`src/core/wwdt_pkg.sv`:
```
// Package for the windowed watchdog timer: offsets, fields, reset values.
// Assumes a simple strobe register port with 8-bit register offsets.
package wwdt_pkg;
  // Register offsets.
  localparam logic [7:0] REFRESH_OFS = 8'h00;
  localparam logic [7:0] CONTROL_OFS = 8'h04;
  localparam logic [7:0] RSTIRQ_OFS = 8'h08;
  localparam logic [7:0] LPSTOP_OFS = 8'h0C;
  localparam logic [7:0] STATUS_OFS = 8'h10;
  localparam logic [7:0] IRQ_STAT_OFS = 8'h14;
  localparam logic [7:0] IRQ_EN_OFS = 8'h18;
  localparam logic [7:0] IRQ_CLR_OFS = 8'h1C;
  localparam logic [7:0] BOOT_OFS = 8'h20;
  // Control register field positions.
  localparam int CTL_TIMEOUT_PERIOD_SELECT_LSB = 0;
  localparam int CTL_CKS_LSB = 4;
  localparam int CTL_WINDOW_END_SELECT_LSB = 8;
  localparam int CTL_WINDOW_START_SELECT_LSB = 12;
  // Boot option word zero field positions.
  localparam int BOOT_AUTO_BIT = 1;
  localparam int BOOT_TIMEOUT_PERIOD_SELECT_LSB = 2;
  localparam int BOOT_CKS_LSB = 4;
  localparam int BOOT_WINDOW_END_SELECT_LSB = 8;
  localparam int BOOT_WINDOW_START_SELECT_LSB = 10;
  localparam int BOOT_RSTIRQ_BIT = 12;
  localparam int BOOT_LOWPOWER_COUNT_FREEZE_BIT = 14;
  // Reset values.
  localparam logic [15:0] CONTROL_RST = 16'h33F3;
  localparam logic [7:0] RSTIRQ_RST = 8'h80;
  localparam logic [7:0] LPSTOP_RST = 8'h80;
  localparam logic [1:0] IRQ_EN_RST = 2'h0;
  // Refresh key bytes.
  localparam logic [7:0] KEY_FIRST = 8'h00;
  localparam logic [7:0] KEY_SECOND = 8'hFF;
  // Counter width; reset-select and low-power freeze bit positions.
  localparam int CNT_W = 14;
  localparam int RSTIRQ_BIT = 7;
  localparam int LOWPOWER_COUNT_FREEZE_BIT = 7;
  // Instance kinds.
  localparam bit KIND_PERIPH = 1'b0;
  localparam bit KIND_DEDICATED = 1'b1;
  // Run states of the counter.
  typedef enum logic [1:0] {
    WWDT_IDLE = 2'b00,
    WWDT_RUN = 2'b01,
    WWDT_STOP = 2'b10
  } wwdt_state_t;
endpackage

```
`src/core/wwdt_core.sv`:
```
// Windowed watchdog with a 14-bit down-counter, prescaler and window check.
// Assumes a single clock; the count clock arrives as a one-cycle enable.
`timescale 1ns/1ps
// Function
// - 14-bit counter decrements per prescaled tick.
// - Peripheral instance divides 4 to 8192.
// - Dedicated instance divides 1 to 256.
// - Auto-start counts from reset and after faults.
// - Reset restores counter and configuration registers.
// - Underflow or refresh error stops counting.
// - Restart automatic, or by valid refresh.
// - Window start and end split refresh periods.
// - Refresh outside window is a refresh error.
// - Select bit chooses interrupt or reset request.
// - Status register reads counter without disturbance.
// - Dedicated instance pulses underflow and error events.
// - Dedicated instance freezes counting in low power.
// - Auto-start settings come from boot word zero.
// - Register start settings apply at first refresh.
module wwdt_core #(
  parameter bit KIND = wwdt_pkg::KIND_DEDICATED,
  parameter logic [63:0] TIMEOUT_PERIOD_SELECT_TABLE = 64'h3FFF_1FFF_07FF_03FF,
  parameter logic [7:0] WIN_END_TABLE = 8'hE4,
  parameter logic [7:0] WIN_START_TABLE = 8'hE4
) (
  // Clock and reset.
  input wire logic clk_in,
  input wire logic resetn_in,
  // Count clock enable and low-power mode indication.
  input wire logic count_tick_in,
  input wire logic lowpower_in,
  // Boot option word zero.
  input wire logic [31:0] boot_option_word_zero_in,
  // Register port.
  input wire logic [7:0] addr_in,
  input wire logic [31:0] wdata_in,
  input wire logic wr_in,
  input wire logic rd_in,
  output logic [31:0] rdata_out,
  // Requests and events.
  output logic reset_req_out,
  output logic nmi_req_out,
  output logic irq_out,
  output logic underflow_event_out,
  output logic refresh_error_event_out,
  output logic sleep_count_stop_out
);
  localparam int W = wwdt_pkg::CNT_W;

  logic [15:0] indep_wdg_control_r;
  logic [7:0] reset_irq_control_r;
  logic [7:0] lowpower_stop_control_r;
  logic [1:0] irq_status_r;
  logic [1:0] irq_enable_r;
  logic [W-1:0] count_r;
  logic [W-1:0] count_nxt;
  logic [8:0] presc_r;
  logic key_armed_r;
  logic boot_taken_r;
  logic auto_mode_r;
  logic [3:0] act_cks_r;
  logic [1:0] act_timeout_period_select_r;
  logic [1:0] act_window_start_select_r;
  logic [1:0] act_window_end_select_r;
  logic act_rstirq_r;
  logic act_lowpower_count_freeze_r;
  wwdt_pkg::wwdt_state_t state_r;
  logic refresh_write;
  logic refresh_valid;
  logic in_window;
  logic tick;
  logic underflow;
  logic refresh_error;
  logic fault;
  logic frozen;
  logic [8:0] div_limit;

  // Timeout count for a timeout select code.
  function automatic logic [W-1:0] timeout_period_select_count(input logic [1:0] sel);
    timeout_period_select_count = TIMEOUT_PERIOD_SELECT_TABLE[{sel, 4'h0} +: W];
  endfunction

  // Window boundary, in quarters of the timeout, for a select code.
  function automatic logic [W-1:0] win_pos(input logic [1:0] code,
    input logic [1:0] sel, input logic [7:0] table_v);
    logic [1:0] q;
    logic [W+1:0] prod;
    q = table_v[{code, 1'b0} +: 2];
    prod = {2'b00, timeout_period_select_count(sel)} * {{W{1'b0}}, q};
    win_pos = prod[W+1:2];
  endfunction

  // Prescaler terminal count minus one, per instance kind.
  function automatic logic [8:0] div_last(input logic [3:0] divide_select);
    logic [8:0] lim;
    lim = 9'h000;
    if (KIND == wwdt_pkg::KIND_PERIPH) begin
      case (divide_select)
        4'h1: lim = 9'h003;
        4'h4: lim = 9'h03F;
        4'h5: lim = 9'h07F;
        4'h6: lim = 9'h1FF;
        4'h7: lim = 9'h1FF;
        4'h8: lim = 9'h1FF;
        default: lim = 9'h003;
      endcase
    end else begin
      case (divide_select)
        4'h0: lim = 9'h000;
        4'h2: lim = 9'h00F;
        4'h3: lim = 9'h01F;
        4'h4: lim = 9'h03F;
        4'h5: lim = 9'h07F;
        4'hF: lim = 9'h0FF;
        default: lim = 9'h000;
      endcase
    end
    div_last = lim;
  endfunction

  // Peripheral ratios 2048 and 8192 extend the 512 stage by 4 and 16.
  logic [4:0] ext_r;
  logic [4:0] ext_last;
  always_comb begin
    ext_last = 5'h00;
    if (KIND == wwdt_pkg::KIND_PERIPH && act_cks_r == 4'h7) begin
      ext_last = 5'h03;
    end else if (KIND == wwdt_pkg::KIND_PERIPH && act_cks_r == 4'h8) begin
      ext_last = 5'h0F;
    end
  end

  assign div_limit = div_last(act_cks_r);
  assign frozen = (KIND == wwdt_pkg::KIND_DEDICATED) && act_lowpower_count_freeze_r &&
    lowpower_in;
  assign sleep_count_stop_out = frozen;

  always_ff @(posedge clk_in or negedge resetn_in) begin
    if (!resetn_in) begin
      presc_r <= 9'h000;
      ext_r <= 5'h00;
    end else if (state_r != wwdt_pkg::WWDT_RUN || refresh_valid) begin
      presc_r <= 9'h000;
      ext_r <= 5'h00;
    end else if (count_tick_in && !frozen) begin
      if (presc_r == div_limit) begin
        presc_r <= 9'h000;
        ext_r <= (ext_r == ext_last) ? 5'h00 : ext_r + 5'h01;
      end else begin
        presc_r <= presc_r + 9'h001;
      end
    end
  end

  assign tick = (state_r == wwdt_pkg::WWDT_RUN) && count_tick_in &&
    !frozen &&
    presc_r == div_limit && ext_r == ext_last;

  // Register writes.
  assign refresh_write = wr_in && addr_in == wwdt_pkg::REFRESH_OFS;
  assign refresh_valid = refresh_write && key_armed_r &&
    wdata_in[7:0] == wwdt_pkg::KEY_SECOND;

  always_ff @(posedge clk_in or negedge resetn_in) begin
    if (!resetn_in) begin
      key_armed_r <= 1'b0;
    end else if (wr_in) begin
      key_armed_r <= refresh_write &&
        wdata_in[7:0] == wwdt_pkg::KEY_FIRST;
    end
  end

  always_ff @(posedge clk_in or negedge resetn_in) begin
    if (!resetn_in) begin
      indep_wdg_control_r <= wwdt_pkg::CONTROL_RST;
      reset_irq_control_r <= wwdt_pkg::RSTIRQ_RST;
      lowpower_stop_control_r <= wwdt_pkg::LPSTOP_RST;
      irq_enable_r <= wwdt_pkg::IRQ_EN_RST;
    end else if (wr_in) begin
      case (addr_in)
        wwdt_pkg::CONTROL_OFS: indep_wdg_control_r <= wdata_in[15:0];
        wwdt_pkg::RSTIRQ_OFS: reset_irq_control_r <= wdata_in[7:0];
        wwdt_pkg::LPSTOP_OFS: lowpower_stop_control_r <= wdata_in[7:0];
        wwdt_pkg::IRQ_EN_OFS: irq_enable_r <= wdata_in[1:0];
        default: irq_enable_r <= irq_enable_r;
      endcase
    end
  end

  // Active settings: boot word at reset release, registers at the first refresh unless auto-start is set.
  always_ff @(posedge clk_in or negedge resetn_in) begin
    if (!resetn_in) begin
      boot_taken_r <= 1'b0;
      auto_mode_r <= 1'b0;
      act_cks_r <= 4'h0;
      act_timeout_period_select_r <= 2'h0;
      act_window_start_select_r <= 2'h0;
      act_window_end_select_r <= 2'h0;
      act_rstirq_r <= 1'b0;
      act_lowpower_count_freeze_r <= 1'b0;
    end else if (!boot_taken_r) begin
      boot_taken_r <= 1'b1;
      auto_mode_r <= !boot_option_word_zero_in[wwdt_pkg::BOOT_AUTO_BIT];
      act_cks_r <= boot_option_word_zero_in[wwdt_pkg::BOOT_CKS_LSB +: 4];
      act_timeout_period_select_r <= boot_option_word_zero_in[wwdt_pkg::BOOT_TIMEOUT_PERIOD_SELECT_LSB +: 2];
      act_window_start_select_r <= boot_option_word_zero_in[wwdt_pkg::BOOT_WINDOW_START_SELECT_LSB +: 2];
      act_window_end_select_r <= boot_option_word_zero_in[wwdt_pkg::BOOT_WINDOW_END_SELECT_LSB +: 2];
      act_rstirq_r <= boot_option_word_zero_in[wwdt_pkg::BOOT_RSTIRQ_BIT];
      act_lowpower_count_freeze_r <= boot_option_word_zero_in[wwdt_pkg::BOOT_LOWPOWER_COUNT_FREEZE_BIT];
    end else if (!auto_mode_r && refresh_valid &&
      state_r == wwdt_pkg::WWDT_IDLE) begin
      act_cks_r <= indep_wdg_control_r[wwdt_pkg::CTL_CKS_LSB +: 4];
      act_timeout_period_select_r <= indep_wdg_control_r[wwdt_pkg::CTL_TIMEOUT_PERIOD_SELECT_LSB +: 2];
      act_window_start_select_r <= indep_wdg_control_r[wwdt_pkg::CTL_WINDOW_START_SELECT_LSB +: 2];
      act_window_end_select_r <= indep_wdg_control_r[wwdt_pkg::CTL_WINDOW_END_SELECT_LSB +: 2];
      act_rstirq_r <= reset_irq_control_r[wwdt_pkg::RSTIRQ_BIT];
      act_lowpower_count_freeze_r <= lowpower_stop_control_r[wwdt_pkg::LOWPOWER_COUNT_FREEZE_BIT];
    end
  end

  // Window: permitted while end < count <= start.
  assign in_window = count_r <= win_pos(act_window_start_select_r, act_timeout_period_select_r,
    WIN_START_TABLE) && count_r > win_pos(act_window_end_select_r, act_timeout_period_select_r,
    WIN_END_TABLE);
  assign refresh_error = refresh_valid && state_r == wwdt_pkg::WWDT_RUN &&
    !in_window;
  assign underflow = tick && count_r == '0;
  assign fault = underflow || refresh_error;

  always_comb begin
    count_nxt = count_r;
    if (state_r == wwdt_pkg::WWDT_RUN && refresh_valid &&
      !refresh_error) begin
      count_nxt = timeout_period_select_count(act_timeout_period_select_r);
    end else if (tick && !underflow) begin
      count_nxt = count_r - 1'b1;
    end
  end

  always_ff @(posedge clk_in or negedge resetn_in) begin
    if (!resetn_in) begin
      state_r <= wwdt_pkg::WWDT_IDLE;
      count_r <= '0;
    end else begin
      case (state_r)
        wwdt_pkg::WWDT_IDLE: begin
          if (boot_taken_r && auto_mode_r) begin
            state_r <= wwdt_pkg::WWDT_RUN;
            count_r <= timeout_period_select_count(act_timeout_period_select_r);
          end else if (boot_taken_r && refresh_valid) begin
            state_r <= wwdt_pkg::WWDT_RUN;
            count_r <= timeout_period_select_count(
              indep_wdg_control_r[wwdt_pkg::CTL_TIMEOUT_PERIOD_SELECT_LSB +: 2]);
          end
        end
        wwdt_pkg::WWDT_RUN: begin
          if (fault) begin
            state_r <= wwdt_pkg::WWDT_STOP;
          end else begin
            count_r <= count_nxt;
          end
        end
        wwdt_pkg::WWDT_STOP: begin
          if (auto_mode_r) begin
            state_r <= wwdt_pkg::WWDT_RUN;
            count_r <= timeout_period_select_count(act_timeout_period_select_r);
          end else if (refresh_valid) begin
            state_r <= wwdt_pkg::WWDT_RUN;
            count_r <= timeout_period_select_count(act_timeout_period_select_r);
          end
        end
        default: state_r <= wwdt_pkg::WWDT_IDLE;
      endcase
    end
  end

  // Request and event outputs, one-cycle pulses from flip-flops.
  always_ff @(posedge clk_in or negedge resetn_in) begin
    if (!resetn_in) begin
      reset_req_out <= 1'b0;
      nmi_req_out <= 1'b0;
      underflow_event_out <= 1'b0;
      refresh_error_event_out <= 1'b0;
    end else begin
      reset_req_out <= fault && act_rstirq_r;
      nmi_req_out <= fault && !act_rstirq_r;
      underflow_event_out <= (KIND == wwdt_pkg::KIND_DEDICATED) &&
        underflow;
      refresh_error_event_out <= (KIND == wwdt_pkg::KIND_DEDICATED) &&
        refresh_error;
    end
  end

  // Sticky status: bit 0 underflow, bit 1 refresh error; set beats clear.
  always_ff @(posedge clk_in or negedge resetn_in) begin
    if (!resetn_in) begin
      irq_status_r <= 2'h0;
    end else begin
      irq_status_r <= (irq_status_r & ~((wr_in &&
        addr_in == wwdt_pkg::IRQ_CLR_OFS) ? wdata_in[1:0] : 2'h0)) |
        {refresh_error, underflow};
    end
  end
  assign irq_out = |(irq_status_r & irq_enable_r);

  // Read data, one cycle after the strobe.
  always_ff @(posedge clk_in or negedge resetn_in) begin
    if (!resetn_in) begin
      rdata_out <= 32'h0000_0000;
    end else if (rd_in) begin
      case (addr_in)
        wwdt_pkg::CONTROL_OFS: rdata_out <= {16'h0000, indep_wdg_control_r};
        wwdt_pkg::RSTIRQ_OFS: rdata_out <= {24'h00_0000, reset_irq_control_r};
        wwdt_pkg::LPSTOP_OFS:
          rdata_out <= {24'h00_0000, lowpower_stop_control_r};
        wwdt_pkg::STATUS_OFS:
          rdata_out <= {18'h0_0000, count_r};
        wwdt_pkg::IRQ_STAT_OFS: rdata_out <= {30'h0000_0000, irq_status_r};
        wwdt_pkg::IRQ_EN_OFS: rdata_out <= {30'h0000_0000, irq_enable_r};
        wwdt_pkg::BOOT_OFS: rdata_out <= boot_option_word_zero_in;
        default: rdata_out <= 32'h0000_0000;
      endcase
    end else begin
      rdata_out <= 32'h0000_0000;
    end
  end
endmodule

```
`config.mk`:
```
export PLATFORM = sky130hd
export DESIGN_NAME = wwdt_core
export DESIGN_NICKNAME = d
export VERILOG_FILES = /design/src/core/wwdt_pkg.sv /design/src/core/wwdt_core.sv
export SDC_FILE = /design/constraint.sdc
export NUM_CORES = 1
export LEC_CHECK = 0
export CAP_MARGIN = 15
export CORE_MARGIN = 2
export CORE_UTILIZATION = 63
export CTS_CLUSTER_SIZE = 16
export DETAILED_ROUTE_END_ITERATION = 10
export DONT_BUFFER_PORTS = 1
export GPL_TIMING_DRIVEN = 0
export PLACE_DENSITY = 0.81
export SYNTH_ARGS = -nofsm -noshare
export SYNTH_HDL_FRONTEND = slang
export SYNTH_SLANG_ARGS = --single-unit
export TNS_END_PERCENT = 1
```
`constraint.sdc`:
```
create_clock -name clk_in -period 7.51 [get_ports clk_in]
set_input_delay 0.3755 -clock clk_in [delete_from_list [all_inputs] [get_ports clk_in]]
set_output_delay 0.3755 -clock clk_in [all_outputs]
set_load 0.01 [all_outputs]
```
Word-level counts from Yosys, hierarchy flattened
Cells that the tools add are included.
{"block": "word_totals", "mem_count": 0, "ram_bits": 0, "in_bits": 78, "romBits": 0, "wordCells": 147, "output_inout_bits": 38, "regBits": 117, "latchBits": 0}
{"block": "op_classes", "n_addsub": 3, "div_mod_pow": 0, "n_eq_ne": 24, "muxes": 37, "n_reduce_logical": 48, "multipliers": 2, "magnitude_cmp": 2, "n_shift": 4, "bitwise_logic": 4}
{"cell": "$pmux 32 s7", "count": 1}
{"cell": "$shiftx 64x7->14 const A", "count": 2}
{"cell": "$mux 14", "count": 7}
{"cell": "$pmux 14 s3", "count": 1}
{"cell": "$pmux 8 s5", "count": 1}
{"cell": "$eq 8x5->1 const B", "count": 4}
{"cell": "$mul 14x2->16", "count": 2}
{"cell": "$mux 32", "count": 1}
{"cell": "$mux 9", "count": 3}
{"cell": "$mux 2", "count": 12}
{"cell": "$logic_and 1x1->1", "count": 23}
{"cell": "$mux 5", "count": 4}
{"cell": "$eq 8x4->1 const B", "count": 2}
{"cell": "$logic_not 8->1", "count": 2}
{"cell": "$shiftx 8x4->2 const A", "count": 2}
{"cell": "$gt 14x14->1", "count": 1}
{"cell": "$le 14x14->1", "count": 1}
{"cell": "$logic_not 14->1", "count": 1}
{"cell": "$sub 14x1->14 const B", "count": 1}
{"cell": "$reduce_and 2->1", "count": 5}
{"cell": "$add 9x1->9 const B", "count": 1}
{"cell": "$eq 9x9->1", "count": 1}
{"cell": "$eq 4x2->1 const B", "count": 2}
{"cell": "$eq 4x3->1 const B", "count": 2}
{"cell": "other kinds (26)", "count": 42}

Depth between registers and ports, before layout
{"block": "logic_depth", "word_depth": 12, "ltp_mapped": 20, "mapped_depth_nobuf": 17}

Worst setup path before layout
Ideal clock, no wire load.
{"block": "synth_timing", "kind": "reg-to-reg", "from": "register act_timeout_period_select_r[1]", "to": "register count_r[11]", "arrival_time_ns": 4.294, "setup_ns": 0.121, "period_less_slack_ns": 4.415, "path_stages_with_launch": 20, "setup_slack_ns": 3.095, "path_buffers": 3, "required_time_ns": 7.389, "cell_sequence": "dfrtp_1 > clkbuf_1 > nor2_1 > nor2_1 > ha_1 > a21o_1 > maj3_1 > a32oi_1 > o32ai_1 > nand2_1 > o21ai_0 > ha_1 > nand4_1 > o221a_2 > a21oi_1 > a21boi_1 > or4b_1 > buf_6 > buf_8 > a22o_1"}
{"block": "synth_between", "elab_chain_cells": 11, "word_cells_on_any_way": 20, "classes_between": "2 x mul; 2 x order compare; 2 x eq/ne; 1 x shift; 6 x mux; 7 x reduce/logical"}
{"item": "from (decl)", "line_no": "wwdt_core.sv:62", "source": "logic [1:0] act_timeout_period_select_r;"}
{"item": "from (signal assigned)", "line_no": "wwdt_core.sv:205", "source": "act_timeout_period_select_r <= boot_option_word_zero_in[wwdt_pkg::BOOT_TIMEOUT_PERIOD_SELECT_LSB +: 2];"}
{"item": "from (signal assigned)", "line_no": "wwdt_core.sv:213", "source": "act_timeout_period_select_r <= indep_wdg_control_r[wwdt_pkg::CTL_TIMEOUT_PERIOD_SELECT_LSB +: 2];"}
{"item": "$shiftx 64x7->14 (*)", "line_no": "wwdt_core.sv:80", "source": "timeout_period_select_count = TIMEOUT_PERIOD_SELECT_TABLE[{sel, 4'h0} +: W];"}
{"item": "$mul 14x2->16", "line_no": "wwdt_core.sv:89", "source": "prod = {2'b00, timeout_period_select_count(sel)} * {{W{1'b0}}, q};"}
{"item": "$le 14x14->1 or $gt 14x14->1 (tied branches)", "line_no": "wwdt_core.sv:222, wwdt_core.sv:223"}
{"item": "$logic_and 1x1->1 (*)", "line_no": "wwdt_core.sv:223", "source": "WIN_START_TABLE) && count_r > win_pos(act_window_end_select_r, act_timeout_period_select_r,"}
{"item": "$logic_not 1->1 (*)", "line_no": "wwdt_core.sv:226", "source": "!in_window;"}
{"item": "$logic_and 1x1->1 (*)", "line_no": "wwdt_core.sv:225", "source": "assign refresh_error = refresh_valid && state_r == wwdt_pkg::WWDT_RUN &&"}
{"item": "named net refresh_error", "line_no": "wwdt_core.sv:73", "source": "logic refresh_error;"}
{"item": "$logic_not 1->1", "line_no": "wwdt_core.sv:233", "source": "!refresh_error) begin"}
{"item": "$logic_and 1x1->1", "line_no": "wwdt_core.sv:232", "source": "if (state_r == wwdt_pkg::WWDT_RUN && refresh_valid &&"}
{"item": "$mux 14", "line_no": "wwdt_core.sv:232"}
{"item": "$mux 14", "line_no": "wwdt_core.sv:257", "source": "if (fault) begin"}
{"item": "$pmux 14 s3", "line_no": "wwdt_core.sv:245", "source": "case (state_r)"}
{"item": "to (signal assigned)", "line_no": "wwdt_core.sv:249", "source": "count_r <= timeout_period_select_count(act_timeout_period_select_r);"}
{"item": "to (signal assigned)", "line_no": "wwdt_core.sv:252", "source": "count_r <= timeout_period_select_count("}
{"item": "to (signal assigned)", "line_no": "wwdt_core.sv:260", "source": "count_r <= count_nxt;"}
{"item": "to (decl)", "line_no": "wwdt_core.sv:55", "source": "logic [W-1:0] count_r;"}
The timed path passes the listed nets; every way through them passes the cells marked *. The select of a mux whose other input is x is not followed.
A chain may end at the register's enable or synchronous reset.

Worst setup path after layout
{"block": "layout_timing", "from": "register act_timeout_period_select_r[1]", "to": "register count_r[3]"}
Same word-level chain as after synthesis.

==> impl_metrics.yaml <==
synth:
  synth_flop_cell: "dfrtp_1"
  synthesis.area_sq_um: 6980
  synth_edf_count: 0
  async_reset_ff_frac: 1.00
  avgSynthCellArea_sq_um: 9.82
  synthCells: 711
  syn_nets: 835
  ys.warnings.count: 0
  yosysUniqueCellTypes: 79
  ys_seq_area_frac: 0.422
  ys_seq_elements: 117
job:
  drv_cap: 0
sta:
  slew_violations: 0
  finalSetupViolations: 0
  rsz0062_at_grt: "false"
  slew-limit-headroom: 0.392
  worstMarginPinSlew_ns: 0.907
  tns_ns: 0
  layout_min_cycle_time_ns: 5.56
  fin_skew_ns: 0.0144
  fmax_mhz: 180
  period_share: 0.740
  hold_violations: 0
cts:
  clkSinkCount: 117
  cts_buffers: 17
  cts_tree: "built"
  clk_latency_ns: 0.52
  path_clk_slew_ns: 0.06
  htree_levels: 4
  clk_path_buf_depth: 2
  ctsRootBufferMaster: "clkbuf_8"
  cts_resized: 0
power_and_ir_drop:
  vdd_ir_drop_max_v: 0.000242
  powerDensity_nw_per_um2: 293
  leakage_nw: 3.68
setup_path:
  end_kind: "flop"
  crit_path_max_fanout: 10
  cp.arrival_ns: 5.97
  r2r_slack_ns: 1.95
  max_stage_delay_ns: 0.79
  critPathTopFamily: "compound AO/OA/AOI/OAI gates"
  slowest_stage: "nor4b_2"
  crit_path_cell_trace: "clkbuf_1 -> nor2_1 -> nor2_1 -> ha_1 -> a21o_1 -> maj3_1 -> a32oi_1 -> nand2b_1 -> a222oi_1 -> o21ai_0 -> ha_1 -> nand4_1 -> o221a_2 -> a21oi_1 -> a21boi_1 -> nor4b_2 -> a21oi_1 -> a211oi_1"
  cp.required_ns: 7.92
  cp_num_buf_inv: 1
  criticalPathCategory: "reg2reg"
  cp-start-kind: "flop"
floorplan:
  die-height_microns: 109
  die_x_microns: 109
  die_area_sq_um: 11900
  core_sq_um: 10800
  row_count: 38
  start_util: 0.644
  ioPinCount: 116
cells_and_area:
  fin_area_sq_um: 7980
  syn_to_final_growth_pct: 14.4
  drive_above_1_share: 0.126
  diodes: 0
  final_nets: 871
global_routing:
  grt_pass1_wl_microns: 30300
  grt_overflow: 0
  grt_pass1_vias: 5931
  grt_antenna_before_repair: 0
  grt_max_degree: 118
  track_usage: 0.333
drt:
  ant_nets: 0
  wl_microns: 20000
  first_pass_iters: 6
  drt_iter0_drc: 738
  wl_per_cell_microns: 22.2
  vias_per_cell: 6.87
  drc: 0
  vias: 6181
place:
  port_buffers: 0
  place.detailed.hpwl_microns: 13400
  place_area_sq_um: 7160
  gp_congestion: 0.972
worst_hold_path:
  hp-class: "in2reg"
status:
  outcome: "completed"
## cells in the final DEF, fill, tap and decap left out, drive strengths merged, types with 15 or more instances in the layout
master and n:
a21oi 43, a31oi 15, and3 30, clkbuf 53, dfrtp 105, dlygate4sd3 16
ha 46, inv 26, mux2 35, mux2i 23, nand2 56, nand3 20
nand4 15, nor2 46, o21ai 38
## per-layer routing
metal | global-route usage | wire length [microns] | vias up
met3 | 0.103 | 1790 | 61
met1 | 0.422 | 7830 | 3069
met2 | 0.545 | 9780 | 342
met5 | 0 | 0 | -
met4 | 0.108 | 561 | 0
li1 | - | - | 2709
## power breakdown
part	total [mW]	leakage (nW)	switching (mW)	internal, mW
sequential	0.796	1.54	0.106	0.689
clock	0.880	0.312	0.283	0.597
combinational	0.661	1.83	0.392	0.270
## flip-flops by register name (all words and copies together) (netlist names), 4 cells and up
register	cells
ext_r	5
lowpower_stop_control_r	8
rdata_out	32
act_cks_r	4
presc_r	9
reset_irq_control_r	8
count_r	14
indep_wdg_control_r	16
## stage by stage
step	power, mW	setup WS [ns]	std cells	hold slack, ns	utilization
final	2.34	1.95	900	0.00280	0.736
after global placement	1.38	2.32	851	0.0845	0.660
after detailed placement	1.42	2.21	851	0.0847	0.660
after global routing	2.45	1.65	900	0.00190	0.736
after floorplan	1.25	3.10	711	0.0799	-
after CTS	2.31	2.17	892	0.0000150	0.729
## area by class of cell
| cell class | count | area, sq um |
|---|---|---|
| Clock inverter | 9 | 173 |
| Sequential cell | 117 | 2940 |
| Inverter | 26 | 97.6 |
| Buffer | 37 | 168 |
| Tap cell | 140 | 175 |
| Multi-Input combinational cell | 531 | 3770 |
| Clock buffer | 23 | 467 |
| Fill cell | 713 | 2860 |
| Timing Repair Buffer | 17 | 188 |
## final timing paths
check                                           to                           start  cells past startpoint
max                                     count_r[3]  act_timeout_period_select_r[1]                     18
min                         reset_irq_control_r[2]                     wdata_in[2]                      1
max reg2reg                             count_r[3]  act_timeout_period_select_r[1]                     18
min reg2reg                             presc_r[8]                      presc_r[8]                      1
max in group asynchronous  indep_wdg_control_r[12]                       resetn_in                      2
min in group asynchronous               presc_r[8]                       resetn_in                      2
## kinds of logic (layout without fill, tap and decap cells)
group	Yosys count	after routing	share of synthesized area
fa+ha+maj	50	50	0.0882
mux	58	58	0.0894
xor+xnor	14	14	0.0176
other cells	1	1	0.000537
buf+inv	63	112	0.0380
compound gates	182	182	0.174
simple gates	226	226	0.171
flops	117	117	0.422
## timing repair
action                    in CTS  in global routing
hold endpoints to repair     124                  9
hold buffers                   9                  8
setup buffers                  0                  0
## cells in the mapped netlist (3+ instances only)
master / n / area share
a211oi_1: 4 / 0.0043
a21o_1: 13 / 0.014
a21oi_1: 43 / 0.031
a222oi_1: 7 / 0.010
a22o_1: 3 / 0.0038
a22oi_1: 13 / 0.014
a31oi_1: 15 / 0.013
a41oi_1: 3 / 0.0038
and2_1: 3 / 0.0027
and3_1: 30 / 0.027
clkbuf_1: 30 / 0.016
dfrtp_1: 105 / 0.38
dfstp_2: 12 / 0.045
ha_1: 46 / 0.082
inv_1: 26 / 0.014
maj3_1: 4 / 0.0057
mux2_2: 35 / 0.056
mux2i_1: 23 / 0.033
nand2_1: 55 / 0.030
nand2b_1: 5 / 0.0045
nand3_1: 20 / 0.014
nand4_1: 15 / 0.013
nor2_1: 46 / 0.025
nor2b_1: 5 / 0.0045
nor3_1: 10 / 0.0072
nor4_1: 7 / 0.0063
o21ai_0: 36 / 0.026
o21bai_1: 4 / 0.0043
o22a_1: 7 / 0.0088
o22ai_1: 4 / 0.0036
o31ai_1: 3 / 0.0032
or3_1: 9 / 0.0081
xnor2_1: 11 / 0.014
xor2_1: 3 / 0.0038
Power figures use the tool's default switching activity.
